[config.mk]
export PLATFORM = sky130hd
export DESIGN_NAME = gpio_fg
export DESIGN_NICKNAME = d
export VERILOG_FILES = /design/src/rtl/gpio_fg_pkg.sv /design/src/rtl/gpio_fg.sv
export VERILOG_INCLUDE_DIRS = /design/src /design/src/rtl
export SDC_FILE = /design/constraint.sdc
export NUM_CORES = 1
export LEC_CHECK = 0
export ABC_AREA = 1
export BUFFER_PORTS_ARGS = -buffer_cell sky130_fd_sc_hd__buf_2
export CAP_MARGIN = 10
export CORE_MARGIN = 2
export CORE_UTILIZATION = 44
export DETAILED_ROUTE_END_ITERATION = 6
export PLACE_DENSITY = 0.9
export SYNTH_ARGS = -nofsm -noshare
export SYNTH_HDL_FRONTEND = slang
export SYNTH_SLANG_ARGS = --single-unit
[constraint.sdc]
create_clock -name ref_clk_in -period 1.9 [get_ports ref_clk_in]
set_clock_uncertainty 0.2 [all_clocks]
set_input_delay 0.38 -clock ref_clk_in [delete_from_list [all_inputs] [get_ports ref_clk_in]]
set_output_delay 0.38 -clock ref_clk_in [all_outputs]
set_load 0.02 [all_outputs]
[src/rtl/gpio_fg_params.svh]
// Purpose: Offsets, field positions and reset values for the two-port GPIO block
// Assumes: Wishbone byte addresses, one 32-bit word per register
// Notes:   Definitions only
`ifndef GPIO_FG_PARAMS_SVH
`define GPIO_FG_PARAMS_SVH

`define ADDR_PORT_F_LATCH   8'h00
`define ADDR_PORT_F_DIR     8'h04
`define ADDR_PORT_G_LATCH   8'h08
`define ADDR_PORT_G_DIR     8'h0C
`define ADDR_PORT_G_PULLUP  8'h10
`define ADDR_STANDBY_CTRL   8'h14
`define ADDR_VARIANT        8'h18

`define PORT_F_MASK         8'h07
`define PORT_G_MASK         8'h06
`define DIR_RESET           8'h00
`define LATCH_RESET         8'h00
`define PULLUP_RESET        8'h00
`define STBY_FLOAT_BIT      0
`define STBY_STOP_BIT       1
`define STBY_WATCH_BIT      2
`define STBY_MASK           8'h07
`define VARIANT_RST_BIT     0
`define OPEN_DRAIN_F        8'h00
`define OPEN_DRAIN_G        8'h00

`endif

[src/rtl/gpio_fg_pkg.sv]
// Purpose: Types for the two-port GPIO block
// Assumes: Used with gpio_fg_params.svh
// Notes:   Nothing here holds a number
package gpio_fg_pkg;
  typedef enum logic [1:0] {
    BUS_IDLE,
    BUS_ACK
  } bus_state_t;
endpackage : gpio_fg_pkg

[src/rtl/gpio_fg.sv]
// Purpose: Two-port GPIO (three-pin port F, two-pin port G with pull-ups)
// Assumes: Classic Wishbone slave; pins asynchronous to ref_clk_in, synchronised in two stages
// Notes:   Answers every access one cycle after the request
// Operation
// - Direction one drives latch value out
// - Direction zero leaves pin undriven
// - Latch write shows on output pins
// - Latch written for inputs, pin stays undriven
// - Output pins read back latch
// - Input pins read pin; RMW reads latch
// - Pin read even when peripheral uses it
// - Reset clears all direction bits
// - Float on standby: Hi-Z, input held low
// - No float: standby keeps pins unchanged
// - Port G pull-up bit connects pull-up
// - Pull-up off while pin driven low
// - Open-drain output high means Hi-Z
// - Port F bits 0..2 only
// - Port G bits 1..2 only
// - Variant makes port F pin 2 reset only
`timescale 1ns/10ps
`include "gpio_fg_params.svh"

module gpio_fg #(
  parameter logic [7:0] OPEN_DRAIN_F = `OPEN_DRAIN_F, // Open-drain pins of port F
  parameter logic [7:0] OPEN_DRAIN_G = `OPEN_DRAIN_G  // Open-drain pins of port G
) (
  input  wire logic        ref_clk_in,       // 200 MHz system clock
  input  wire logic        rst_n_in,         // Synchronous CPU reset, active low
  input  wire logic        wb_cyc_in,        // Wishbone cycle
  input  wire logic        wb_stb_in,        // Wishbone strobe
  input  wire logic        wb_we_in,         // Wishbone write enable
  input  wire logic [7:0]  wb_adr_in,        // Wishbone byte address
  input  wire logic [3:0]  wb_sel_in,        // Wishbone byte selects
  input  wire logic [31:0] wb_dat_in,        // Wishbone write data
  output logic [31:0]      wb_dat_out,       // Wishbone read data
  output logic             wb_ack_out,       // Wishbone acknowledge
  input  wire logic        rmw_read_in,      // Current read is RMW kind
  input  wire logic        stop_mode_in,     // Device is in stop mode
  input  wire logic        watch_mode_in,    // Device is in watch mode
  input  wire logic [7:0]  port_f_pin_in,    // Port F pad levels
  output logic [7:0]       port_f_pin_out,   // Port F pad drive values
  output logic [7:0]       port_f_pin_oe_out,// Port F pad drive enables
  output logic [7:0]       port_f_int_out,   // Port F internal input to peripherals
  input  wire logic [7:0]  port_g_pin_in,    // Port G pad levels
  output logic [7:0]       port_g_pin_out,   // Port G pad drive values
  output logic [7:0]       port_g_pin_oe_out,// Port G pad drive enables
  output logic [7:0]       port_g_pullup_out,// Port G pull-up connects
  output logic [7:0]       port_g_int_out    // Port G internal input to peripherals
);

  ////////////////////////////////////////////////////////////////////////////
  // Declarations
  logic [7:0] port_f_output_latch_r;  // Port F latch
  logic [7:0] port_f_direction_r;     // Port F direction
  logic [7:0] port_g_output_latch_r;  // Port G latch
  logic [7:0] port_g_direction_r;     // Port G direction
  logic [7:0] port_g_pullup_enable_r; // Port G pull-up enables
  logic [7:0] standby_control_reg_r;  // Float, stop, watch-by-software bits
  logic       reset_pin_variant_r;    // Port F pin 2 is reset only
  logic [7:0] f_meta_r, f_sync_r;     // Port F synchroniser stages
  logic [7:0] g_meta_r, g_sync_r;     // Port G synchroniser stages
  gpio_fg_pkg::bus_state_t bus_state_r; // Bus answer state
  logic [31:0] rd_data_nxt;           // Read mux output
  logic       req;                    // New request this cycle
  logic       wr_en;                  // Write taken this cycle
  logic       standby_float;          // Pins forced to float
  logic [7:0] f_mask;                 // Port F usable pins

  ////////////////////////////////////////////////////////////////////////////
  // Read-back merge, used for both ports
  function automatic logic [7:0] port_read(
    input logic [7:0] latch,
    input logic [7:0] dir,
    input logic [7:0] pins,
    input logic       rmw,
    input logic [7:0] mask
  );
    logic [7:0] merged;
    merged = rmw ? latch : ((dir & latch) | (~dir & pins));
    return merged & mask;
  endfunction : port_read

  ////////////////////////////////////////////////////////////////////////////
  // Bus decode
  assign req   = wb_cyc_in && wb_stb_in && (bus_state_r == gpio_fg_pkg::BUS_IDLE);
  // Write lands on the edge where the master samples ack, not the taking edge,
  // so a master that aborts before ack never changes a register
  assign wr_en = wb_cyc_in && wb_stb_in && (bus_state_r == gpio_fg_pkg::BUS_ACK) &&
                 wb_we_in && wb_sel_in[0];
  // Reset-only pin removed from the usable set
  assign f_mask = `PORT_F_MASK & ~{5'h00, reset_pin_variant_r, 2'h0};
  // Float only when enabled and a low-power mode is entered
  assign standby_float = standby_control_reg_r[`STBY_FLOAT_BIT] &&
                         (stop_mode_in || watch_mode_in ||
                          standby_control_reg_r[`STBY_STOP_BIT] ||
                          standby_control_reg_r[`STBY_WATCH_BIT]);

  ////////////////////////////////////////////////////////////////////////////
  // Answer one cycle after request; ack drops the next cycle
  always_ff @(posedge ref_clk_in) begin
    if (!rst_n_in) begin
      bus_state_r <= gpio_fg_pkg::BUS_IDLE;
    end else begin
      case (bus_state_r)
        gpio_fg_pkg::BUS_IDLE: begin
          if (req) begin
            bus_state_r <= gpio_fg_pkg::BUS_ACK;
          end
        end
        gpio_fg_pkg::BUS_ACK:  bus_state_r <= gpio_fg_pkg::BUS_IDLE;
        default:               bus_state_r <= gpio_fg_pkg::BUS_IDLE;
      endcase
    end
  end
  assign wb_ack_out = (bus_state_r == gpio_fg_pkg::BUS_ACK);

  ////////////////////////////////////////////////////////////////////////////
  // Direction registers, cleared by CPU reset
  always_ff @(posedge ref_clk_in) begin
    if (!rst_n_in) begin
      port_f_direction_r <= `DIR_RESET;
      port_g_direction_r <= `DIR_RESET;
    end else if (wr_en) begin
      if (wb_adr_in == `ADDR_PORT_F_DIR) begin
        port_f_direction_r <= wb_dat_in[7:0] & `PORT_F_MASK;
      end
      if (wb_adr_in == `ADDR_PORT_G_DIR) begin
        port_g_direction_r <= wb_dat_in[7:0] & `PORT_G_MASK;
      end
    end
  end

  ////////////////////////////////////////////////////////////////////////////
  // Output latches, written whatever the direction
  always_ff @(posedge ref_clk_in) begin
    if (!rst_n_in) begin
      port_f_output_latch_r <= `LATCH_RESET;
      port_g_output_latch_r <= `LATCH_RESET;
    end else if (wr_en) begin
      if (wb_adr_in == `ADDR_PORT_F_LATCH) begin
        port_f_output_latch_r <= wb_dat_in[7:0] & `PORT_F_MASK;
      end
      if (wb_adr_in == `ADDR_PORT_G_LATCH) begin
        port_g_output_latch_r <= wb_dat_in[7:0] & `PORT_G_MASK;
      end
    end
  end

  ////////////////////////////////////////////////////////////////////////////
  // Pull-up enables, standby control and variant strap
  always_ff @(posedge ref_clk_in) begin
    if (!rst_n_in) begin
      port_g_pullup_enable_r <= `PULLUP_RESET;
      standby_control_reg_r  <= 8'h00;
      reset_pin_variant_r    <= 1'b0;
    end else if (wr_en) begin
      if (wb_adr_in == `ADDR_PORT_G_PULLUP) begin
        port_g_pullup_enable_r <= wb_dat_in[7:0] & `PORT_G_MASK;
      end
      if (wb_adr_in == `ADDR_STANDBY_CTRL) begin
        standby_control_reg_r <= wb_dat_in[7:0] & `STBY_MASK;
      end
      if (wb_adr_in == `ADDR_VARIANT) begin
        reset_pin_variant_r <= wb_dat_in[`VARIANT_RST_BIT];
      end
    end
  end

  ////////////////////////////////////////////////////////////////////////////
  // Pin synchronisers; first stage feeds only the second
  always_ff @(posedge ref_clk_in) begin
    if (!rst_n_in) begin
      f_meta_r <= 8'h00;
      f_sync_r <= 8'h00;
      g_meta_r <= 8'h00;
      g_sync_r <= 8'h00;
    end else begin
      f_meta_r <= port_f_pin_in;
      f_sync_r <= f_meta_r;
      g_meta_r <= port_g_pin_in;
      g_sync_r <= g_meta_r;
    end
  end

  ////////////////////////////////////////////////////////////////////////////
  // Read mux; unmapped addresses read zero
  always_comb begin
    rd_data_nxt = 32'h0000_0000;
    case (wb_adr_in)
      `ADDR_PORT_F_LATCH:  rd_data_nxt[7:0] = port_read(port_f_output_latch_r,
                             port_f_direction_r, f_sync_r, rmw_read_in, f_mask);
      `ADDR_PORT_F_DIR:    rd_data_nxt[7:0] = port_f_direction_r;
      `ADDR_PORT_G_LATCH:  rd_data_nxt[7:0] = port_read(port_g_output_latch_r,
                             port_g_direction_r, g_sync_r, rmw_read_in, `PORT_G_MASK);
      `ADDR_PORT_G_DIR:    rd_data_nxt[7:0] = port_g_direction_r;
      `ADDR_PORT_G_PULLUP: rd_data_nxt[7:0] = port_g_pullup_enable_r;
      `ADDR_STANDBY_CTRL:  rd_data_nxt[7:0] = standby_control_reg_r;
      `ADDR_VARIANT:       rd_data_nxt[0]   = reset_pin_variant_r;
      default:             rd_data_nxt      = 32'h0000_0000;
    endcase
  end

  // Read data registered at request, held while ack stands
  always_ff @(posedge ref_clk_in) begin
    if (!rst_n_in) begin
      wb_dat_out <= 32'h0000_0000;
    end else if (req && !wb_we_in) begin
      wb_dat_out <= rd_data_nxt;
    end
  end

  ////////////////////////////////////////////////////////////////////////////
  // Pad drive; combinational so a latch write shows at once
  // Open-drain high and standby float both release the pad
  always_comb begin
    port_f_pin_out    = port_f_output_latch_r & f_mask;
    port_f_pin_oe_out = port_f_direction_r & f_mask &
                        ~(OPEN_DRAIN_F & port_f_output_latch_r);
    port_g_pin_out    = port_g_output_latch_r & `PORT_G_MASK;
    port_g_pin_oe_out = port_g_direction_r & `PORT_G_MASK &
                        ~(OPEN_DRAIN_G & port_g_output_latch_r);
    if (standby_float) begin
      port_f_pin_oe_out = 8'h00;
      port_g_pin_oe_out = 8'h00;
    end
    // Pull-up released whenever the pad is driven low
    port_g_pullup_out = port_g_pullup_enable_r & `PORT_G_MASK &
                        ~(port_g_pin_oe_out & ~port_g_pin_out);
    // Internal input locked low to avoid leakage from a floating pad
    port_f_int_out = standby_float ? 8'h00 : (f_sync_r & f_mask);
    port_g_int_out = standby_float ? 8'h00 : (g_sync_r & `PORT_G_MASK);
  end

endmodule : gpio_fg

==> results of run 1 <==
==> kinds of logic (layout without fill, tap and decap cells) <==
kind of cell           count (synthesis)  count (layout)  share of synthesized area
other                                  1              68                   0.001794
AND/OR/NAND/NOR                      104             104                     0.2543
buffers and inverters                121             107                     0.3489
AO/OA/AOI/OAI                         43              43                     0.1077
flip-flops                            30              30                     0.2873
==> layout by cell type (no fill, tap or decap) <==
cell / netlist / final
nor2_4: 6 / 6
buf_2: 0 / 40
nand2_1: 43 / 43
clkinv_2: 0 / 1
nor3_4: 2 / 3
dfxtp_2: 0 / 3
clkbuf_8: 0 / 6
buf_6: 0 / 4
inv_2: 5 / 7
nand4_1: 1 / 1
inv_1: 42 / 40
nand4_4: 1 / 1
nand2_2: 7 / 7
nor2_1: 26 / 23
o21ai_1: 4 / 4
clkinv_4: 1 / 1
conb_1: 1 / 68
a21oi_1: 18 / 18
nor2_2: 3 / 6
buf_4: 70 / 7
nand2_4: 1 / 1
o211ai_1: 1 / 1
o21ai_0: 18 / 18
nand3_1: 10 / 10
dfxtp_1: 30 / 27
a21oi_2: 2 / 1
clkinvlp_4: 0 / 1
a21oi_4: 0 / 1
nor3_1: 3 / 2
or2_2: 1 / 1
==> sequential cells by signal (all words and copies together), names as in the netlist, 2 cells and up <==
signal and flops:
f_meta_r 3, f_sync_r 3, g_meta_r 2, g_sync_r 2, port_f_direction_r 3, port_f_output_latch_r 3, port_g_direction_r 2, port_g_output_latch_r 2
port_g_pullup_enable_r 2, standby_control_reg_r 3, wb_dat_out 3
==> final cells by class <==
| cell class | count | area (µm²) | share of cell area |
|---|---|---|---|
| Clock inverter | 2 | 12.51 | 0.005467 |
| Tap cell | 54 | 67.56 | 0.02952 |
| Timing Repair Buffer | 51 | 297.8 | 0.1301 |
| Clock buffer | 6 | 82.58 | 0.03609 |
| Inverter | 48 | 185.2 | 0.08092 |
| Multi-Input combinational cell | 215 | 1039 | 0.4538 |
| Sequential cell | 30 | 604.3 | 0.2641 |
==> worst reg2reg max path: cells and delay by family (launching register included) <==
kind | cells | cell delay [ns]
buf+inv | 1 | 0.15
compound gates | 2 | 0.23
flops | 1 | 0.39
simple gates | 2 | 0.33
==> layer usage <==
layer | routed length [µm] | track usage | share of wire
met4 | 100 | 0.08436 | 0.025
met1 | 1732 | 0.1738 | 0.42
met2 | 1961 | 0.2697 | 0.48
met3 | 282 | 0.05110 | 0.069
met5 | 0 | 0 | 0
==> worst max-delay path by stage <==
stage                                   startpoint                    to  cells after the start
after floorplan                      watch_mode_in  port_g_pullup_out[1]                      6
after global placement               watch_mode_in  port_g_pullup_out[1]                      8
after detailed placement             watch_mode_in  port_g_pullup_out[1]                      8
after CTS                 standby_control_reg_r[1]  port_f_pin_oe_out[1]                      5
after global routing      standby_control_reg_r[2]  port_g_pullup_out[1]                      7
final                     standby_control_reg_r[2]  port_f_pin_oe_out[1]                      5
==> through the flow <==
stage                     power (mW)  hold slack [ns]  setup TNS, ns  area (µm²)  instances
after CTS                      1.429          0.06583        -0.1682        2280        405
after global routing           1.482          0.08252        -0.6465        2288        406
after detailed placement      0.8950           0.2016       -0.03419        2121        396
final                          1.421          0.07562        -0.1006        2288        406
after floorplan               0.9535           0.1905              0        2342        366
after global placement        0.8917           0.1944        -0.2285        2121        396
==> power breakdown <==
part / internal [mW] / switching [mW] / total [mW]
registers: 0.641 / 0.00417 / 0.645
clock network: 0.290 / 0.243 / 0.534
logic: 0.0446 / 0.198 / 0.242
total: 0.976 / 0.445 / 1.42
==> what timing repair did <==
| action | CTS | global route |
|---|---|---|
| setup endpoints to repair | 12 | 12 |
| setup buffers | 1 | 1 |
| resized for setup | 17 | 3 |
| pin swaps | 4 | 3 |
==> out/metrics.csv, run 1 <==
metric,value,unit
syn_inst,299,
numCtsBuffers,5,
antenna_found_initial,0,
failed_checks,setup timing,
dr_total_vias,1727,
synthTopCellsByArea,"dfxtp_1 29%, buf_4 25%, nand2_1 7.7%, inv_1 7.5%, nor2_1 4.7%",
crit_fanout,6,
rows,25,
final_antenna_net_count,0,
path_buf_inv,3,
crit_path_end_kind,output pin,
max_clock_freq,0.5192,GHz
core,4661,µm²
finalMaxSlewViolations,0,
min-delay-start,port_f_pin_in[2],
drc,0,
clkTransAtPathRegs,0.07,ns
drv_cap,0,
htree_levels,2,
period_needed,1.926,ns
start_kind,flop,
die_h,72.93,µm
port_buffers,45,
first_pass_iters,4,
outcome,"complete, but fails checks",
worstHoldPathCells,3,
r2r_slack,0.50,ns
final_net_count,419,
rr_startpoint,bus_state_r[0],
place_congestion,0.8882,
place_ws,-0.01281,ns
path_cells,inv_2 -> a21oi_4 -> buf_4 -> nor2_2 -> buf_4,
irDropWorstVdd,0.3493,mV
critPathSlowestCell,dfxtp_2,
fillers,462,
seq_area_frac_synth,0.2873,
synth_most_common_cell,buf_4,
synth_top_area_frac,0.2873,
grt_pass1_wl,6389,µm
crit_family,buffers and inverters,
totalWireLength,4076,µm
area_delta_synth_final,9.455,%
dpl.hpwl,3175,µm
final_core_util,0.4910,
synth_edf_count,0,
timing.rr.end,port_g_output_latch_r[1],
clkLatencyLatePin,0.29,ns
hold_buffers,0,
synthTopCellsByCount,"70 x buf_4, 43 x nand2_1, 42 x inv_1",
rsz0062_at_grt,yes,
setup_viol,5,
clockRootBuffer,clkbuf_8,
syn-cell-area,2091,µm²
synth_flop_cell,dfxtp_1,
post_drt_wl_per_cell,10.04,µm
cp.required,1.32,ns
drive_gt1_frac,0.2756,
critPathKind,reg2out,
ys_types,25,
die_x,72.93,µm
ys_warn_count,0,
initial_core_util,0.4486,
ys_ff_latch,30,
slowest_delay,0.34,ns
grt_max_degree,28,
syn_area_per_cell,6.992,µm²
grt_usage,0.1581,
yosysTopAreaCell,dfxtp_1,
r2r_cells,5,
grt_pass1_vias,1499,
hp-class,in2reg,
cts_sinks,30,
cts_buffer_depth,2,
finalCritPeriodShare,1.014,
leakage,1.253,nW
worstHoldEndpoint,f_meta_r[2],
layout_setup_ws,-0.02622,ns
vias_per_cell,4.254,
grt-ovfl-total,0,
dieArea,5319,µm²
num_antenna_cells,0,
cp.arrival,1.35,ns
finalHoldViolCount,0,
path_common_cell,buf_4,
p_per_area,620.9,nW/µm²
cts_tree,yes,
io_pins,157,
synth_async_sr_flop_share,0,
dr.first_iter.drc_count,97,
No activity file was read; power rests on OpenSTA's default activity.
==> run 2: changes to the inputs <==
--- a/config.mk
+++ b/config.mk
@@ -6,13 +6,14 @@
 export SDC_FILE = /design/constraint.sdc
 export NUM_CORES = 1
 export LEC_CHECK = 0
-export ABC_AREA = 1
 export BUFFER_PORTS_ARGS = -buffer_cell sky130_fd_sc_hd__buf_2
 export CAP_MARGIN = 10
 export CORE_MARGIN = 2
-export CORE_UTILIZATION = 44
+export CORE_UTILIZATION = 43
 export DETAILED_ROUTE_END_ITERATION = 6
-export PLACE_DENSITY = 0.9
+export PLACE_DENSITY = 0.89
+export RECOVER_POWER = 25
 export SYNTH_ARGS = -nofsm -noshare
 export SYNTH_HDL_FRONTEND = slang
 export SYNTH_SLANG_ARGS = --single-unit
+export TNS_END_PERCENT = 10
==> run 2 against run 1 <==
- the run still ends with setup timing left
- worst setup slack got worse by 0.14 ns
- critical path depth unchanged
- power increased by 8.8%
- non-clock buffer count increased by 6
- sequential power about the same
- flip-flop and latch count unchanged
- register-to-register slack got worse by 0.31 ns
- sequential share of layout area decreased by 0.39 points
- critical path type unchanged
- critical endpoint unchanged
==> out/metrics.csv, run 2 <==
metric,value,unit,change
finalCritPeriodShare,1.087,,+0.07346
grt_pass1_vias,1444,,-3.7%
dr_total_vias,1713,,-0.81%
vias_per_cell,4.880,,+15%
cp.arrival,1.49,ns,+0.14 ns
htree_levels,2,,unchanged
synth_top_area_frac,0.2957,,+0.008495
worst_pin_slew,0.5432,ns,
die_x,72.72,µm,-0.29%
setup_viol,12,,+7
final_net_count,364,,-13%
place_congestion,0.8929,,+0.53%
critPathSlowestCell,dfxtp_2,,
p_per_area,668.2,nW/µm²,+7.6%
irDropWorstVdd,0.3235,mV,-7.4%
drv_cap,0,,unchanged
max_slew_margin,0.6333,,
dr.first_iter.drc_count,99,,+2.1%
crit_family,buffers and inverters,,
core,4629,µm²,-0.67%
final_common_cell,conb_1,,
totalWireLength,4443,µm,+9.0%
syn_area_per_cell,8.391,µm²,+20%
critPathKind,reg2out,,
synth_fa_ha_area_frac,0,,unchanged
syn-cell-area,2031,µm²,-2.9%
path_cells,o41ai_4 -> buf_4 -> buf_6 -> and2_4 -> buf_6,,
hp-class,in2reg,,
initial_core_util,0.4386,,-0.009942
failed_checks,setup timing,,
rows,25,,unchanged
synth_top_family_by_area,buffers and inverters,,
slowest_delay,0.34,ns,about the same
path_buf_inv,3,,unchanged
fillers,443,,-4.1%
antenna_found_initial,0,,unchanged
cp.required,1.32,ns,about the same
synth_most_common_cell,buf_4,,
num_antenna_cells,0,,unchanged
grt_pass1_wl,6665,µm,+4.3%
max_clock_freq,0.4841,GHz,-6.8%
syn_inst,242,,-19%
clock_power_share,0.412,,+0.036
layout_setup_ws,-0.1658,ns,-0.1396 ns
grt_usage,0.1637,,+0.005632
synthTopCellsByArea,"dfxtp_1 30%, buf_4 26%, and2_1 5.5%, mux2i_1 4.4%, a21oi_1 3.5%",,
start_kind,flop,,
die_h,72.72,µm,-0.29%
ys_ff_latch,30,,unchanged
cts_tree,yes,,
first_pass_iters,4,,unchanged
yosysTopAreaCell,dfxtp_1,,
crit_fanout,5,,-1
seq_area_frac_synth,0.2957,,+0.008495
io_pins,157,,unchanged
clkLatencyLatePin,0.29,ns,about the same
leakage,1.086,nW,-13%
clockRootBuffer,clkbuf_8,,
cts_sinks,30,,unchanged
numCtsBuffers,5,,unchanged
period_needed,2.066,ns,+0.1396 ns
dieArea,5288,µm²,-0.57%
finalMaxSlewViolations,0,,unchanged
synth_compound_area_frac,0.1429,,+0.03523
synth_flop_cell,dfxtp_1,,
switchingPower,0.4580,mW,+2.9%
clkTransAtPathRegs,0.07,ns,about the same
rsz0062_at_grt,yes,,
finalHoldViolCount,0,,unchanged
yosys.area_share.simple,0.2267,,-0.02760
synth_edf_count,0,,unchanged
port_buffers,45,,unchanged
grt-ovfl-total,0,,unchanged
dpl.hpwl,3399,µm,+7.1%
outcome,"complete, but fails checks",,
postPlaceCellArea,2102,µm²,-0.88%
ys_warn_count,0,,unchanged
hold_buffers,0,,unchanged
p_int,1.088,mW,+11%
area_delta_synth_final,13.92,%,
synth_xor_area_frac,0,,unchanged
post_drt_wl_per_cell,12.66,µm,+26%
power_frac_seq,0.419,,-0.035
synth_async_sr_flop_share,0,,unchanged
final_cell_mix,"68 x conb_1, 33 x buf_2, 29 x dfxtp_1",,
synthTopCellsByCount,"71 x buf_4, 30 x dfxtp_1, 18 x and2_1",,
path_common_cell,buf_6,,
final_antenna_net_count,0,,unchanged
drive_gt1_frac,0.2727,,-0.002841
cts_buffer_depth,2,,unchanged
crit_path_end_kind,output pin,,
power.share.combinational,0.169,,-0.002
drc,0,,unchanged
final_cell_area,2313,µm²,+1.1%
ys_types,42,,+68%
muxShareOfSynthArea,0.04436,,+0.04436
swShare,0.2963,,-0.01705
grt_max_degree,16,,-43%
finalPower,1.546,mW,+8.8%
## run 2: cell count changes after synthesis, moves of 6 or more
| cell | before | now |
|---|---|---|
| inv_1 | 42 | 4 |
| nand2_1 | 43 | 9 |
| nor2_1 | 26 | 7 |
| and2_1 | 0 | 18 |
| mux2i_1 | 0 | 9 |
| nand2_2 | 7 | 0 |
| nor2_4 | 6 | 0 |
## run 2: area by class of cell
cell class	instances	area, µm²	area share
multi-input cells	197	1130	0.4884
repair buffers	57	386.6	0.1671
inverters	5	18.77	0.008112
clock buffers	5	68.82	0.02975
flip-flops and latches	30	601.8	0.2601
well taps	54	67.56	0.02920
clock inverters	3	40.04	0.01731
## run 2: what timing repair did
item                                   CTS  global route
setup endpoints to repair               12            12
resized for setup                       28             6
pin swaps                                7             2
buffers inserted                         1             0
endpoints found under the hold margin    0             0
## run 2: routing by layer
metal | vias up | global-route usage | wire length [µm]
met5 | - | 0 | 0
met4 | 0 | 0.06173 | 103
met3 | 15 | 0.04282 | 370
met2 | 96 | 0.2798 | 2246
met1 | 794 | 0.1963 | 1723
li1 | 808 | - | -
## run 2: final timing paths
check	depth (start not counted)	from	end	slack [ns]
worst min register to register	1	f_meta_r[0]	f_sync_r[0]	0.24
worst max register to register	4	bus_state_r[0]	port_g_direction_r[2]	0.19
worst min-delay path	2	port_g_pin_in[2]	g_meta_r[2]	0.09
worst max-delay path	5	standby_control_reg_r[2]	port_f_pin_oe_out[1]	-0.17
## run 2: cell families (layout without fill, tap and decap cells)
family | after synthesis | count (layout)
AND/OR/NAND/NOR | 74 | 74
multiplexers | 9 | 9
AO/OA/AOI/OAI | 46 | 46
buffers and inverters | 82 | 70
other | 1 | 68
flip-flops | 30 | 30
## run 2: power by group through the flow
stage	logic (mW)	clock network (mW)	registers, mW
2_1_floorplan	0.286	0	0.663
5_1_grt	0.282	0.664	0.648
3_3_place_gp	0.244	0	0.661
4_1_cts	0.258	0.633	0.647
6_report	0.261	0.637	0.647
3_5_place_dp	0.248	0	0.661
## run 2: per-stage QoR
step | hold WS (ns) | cells | setup TNS, ns | setup WS, ns | utilization
after detailed placement | 0.2230 | 342 | -0.3614 | -0.06563 | 0.4541
after global routing | 0.09378 | 351 | -1.838 | -0.1971 | 0.4997
final | 0.09422 | 351 | -1.475 | -0.1658 | 0.4997
after CTS | 0.09377 | 351 | -1.955 | -0.1990 | 0.4962
after floorplan | 0.2119 | 309 | -0.02578 | -0.02578 | -
after global placement | 0.2153 | 342 | -0.3069 | -0.06666 | 0.4541
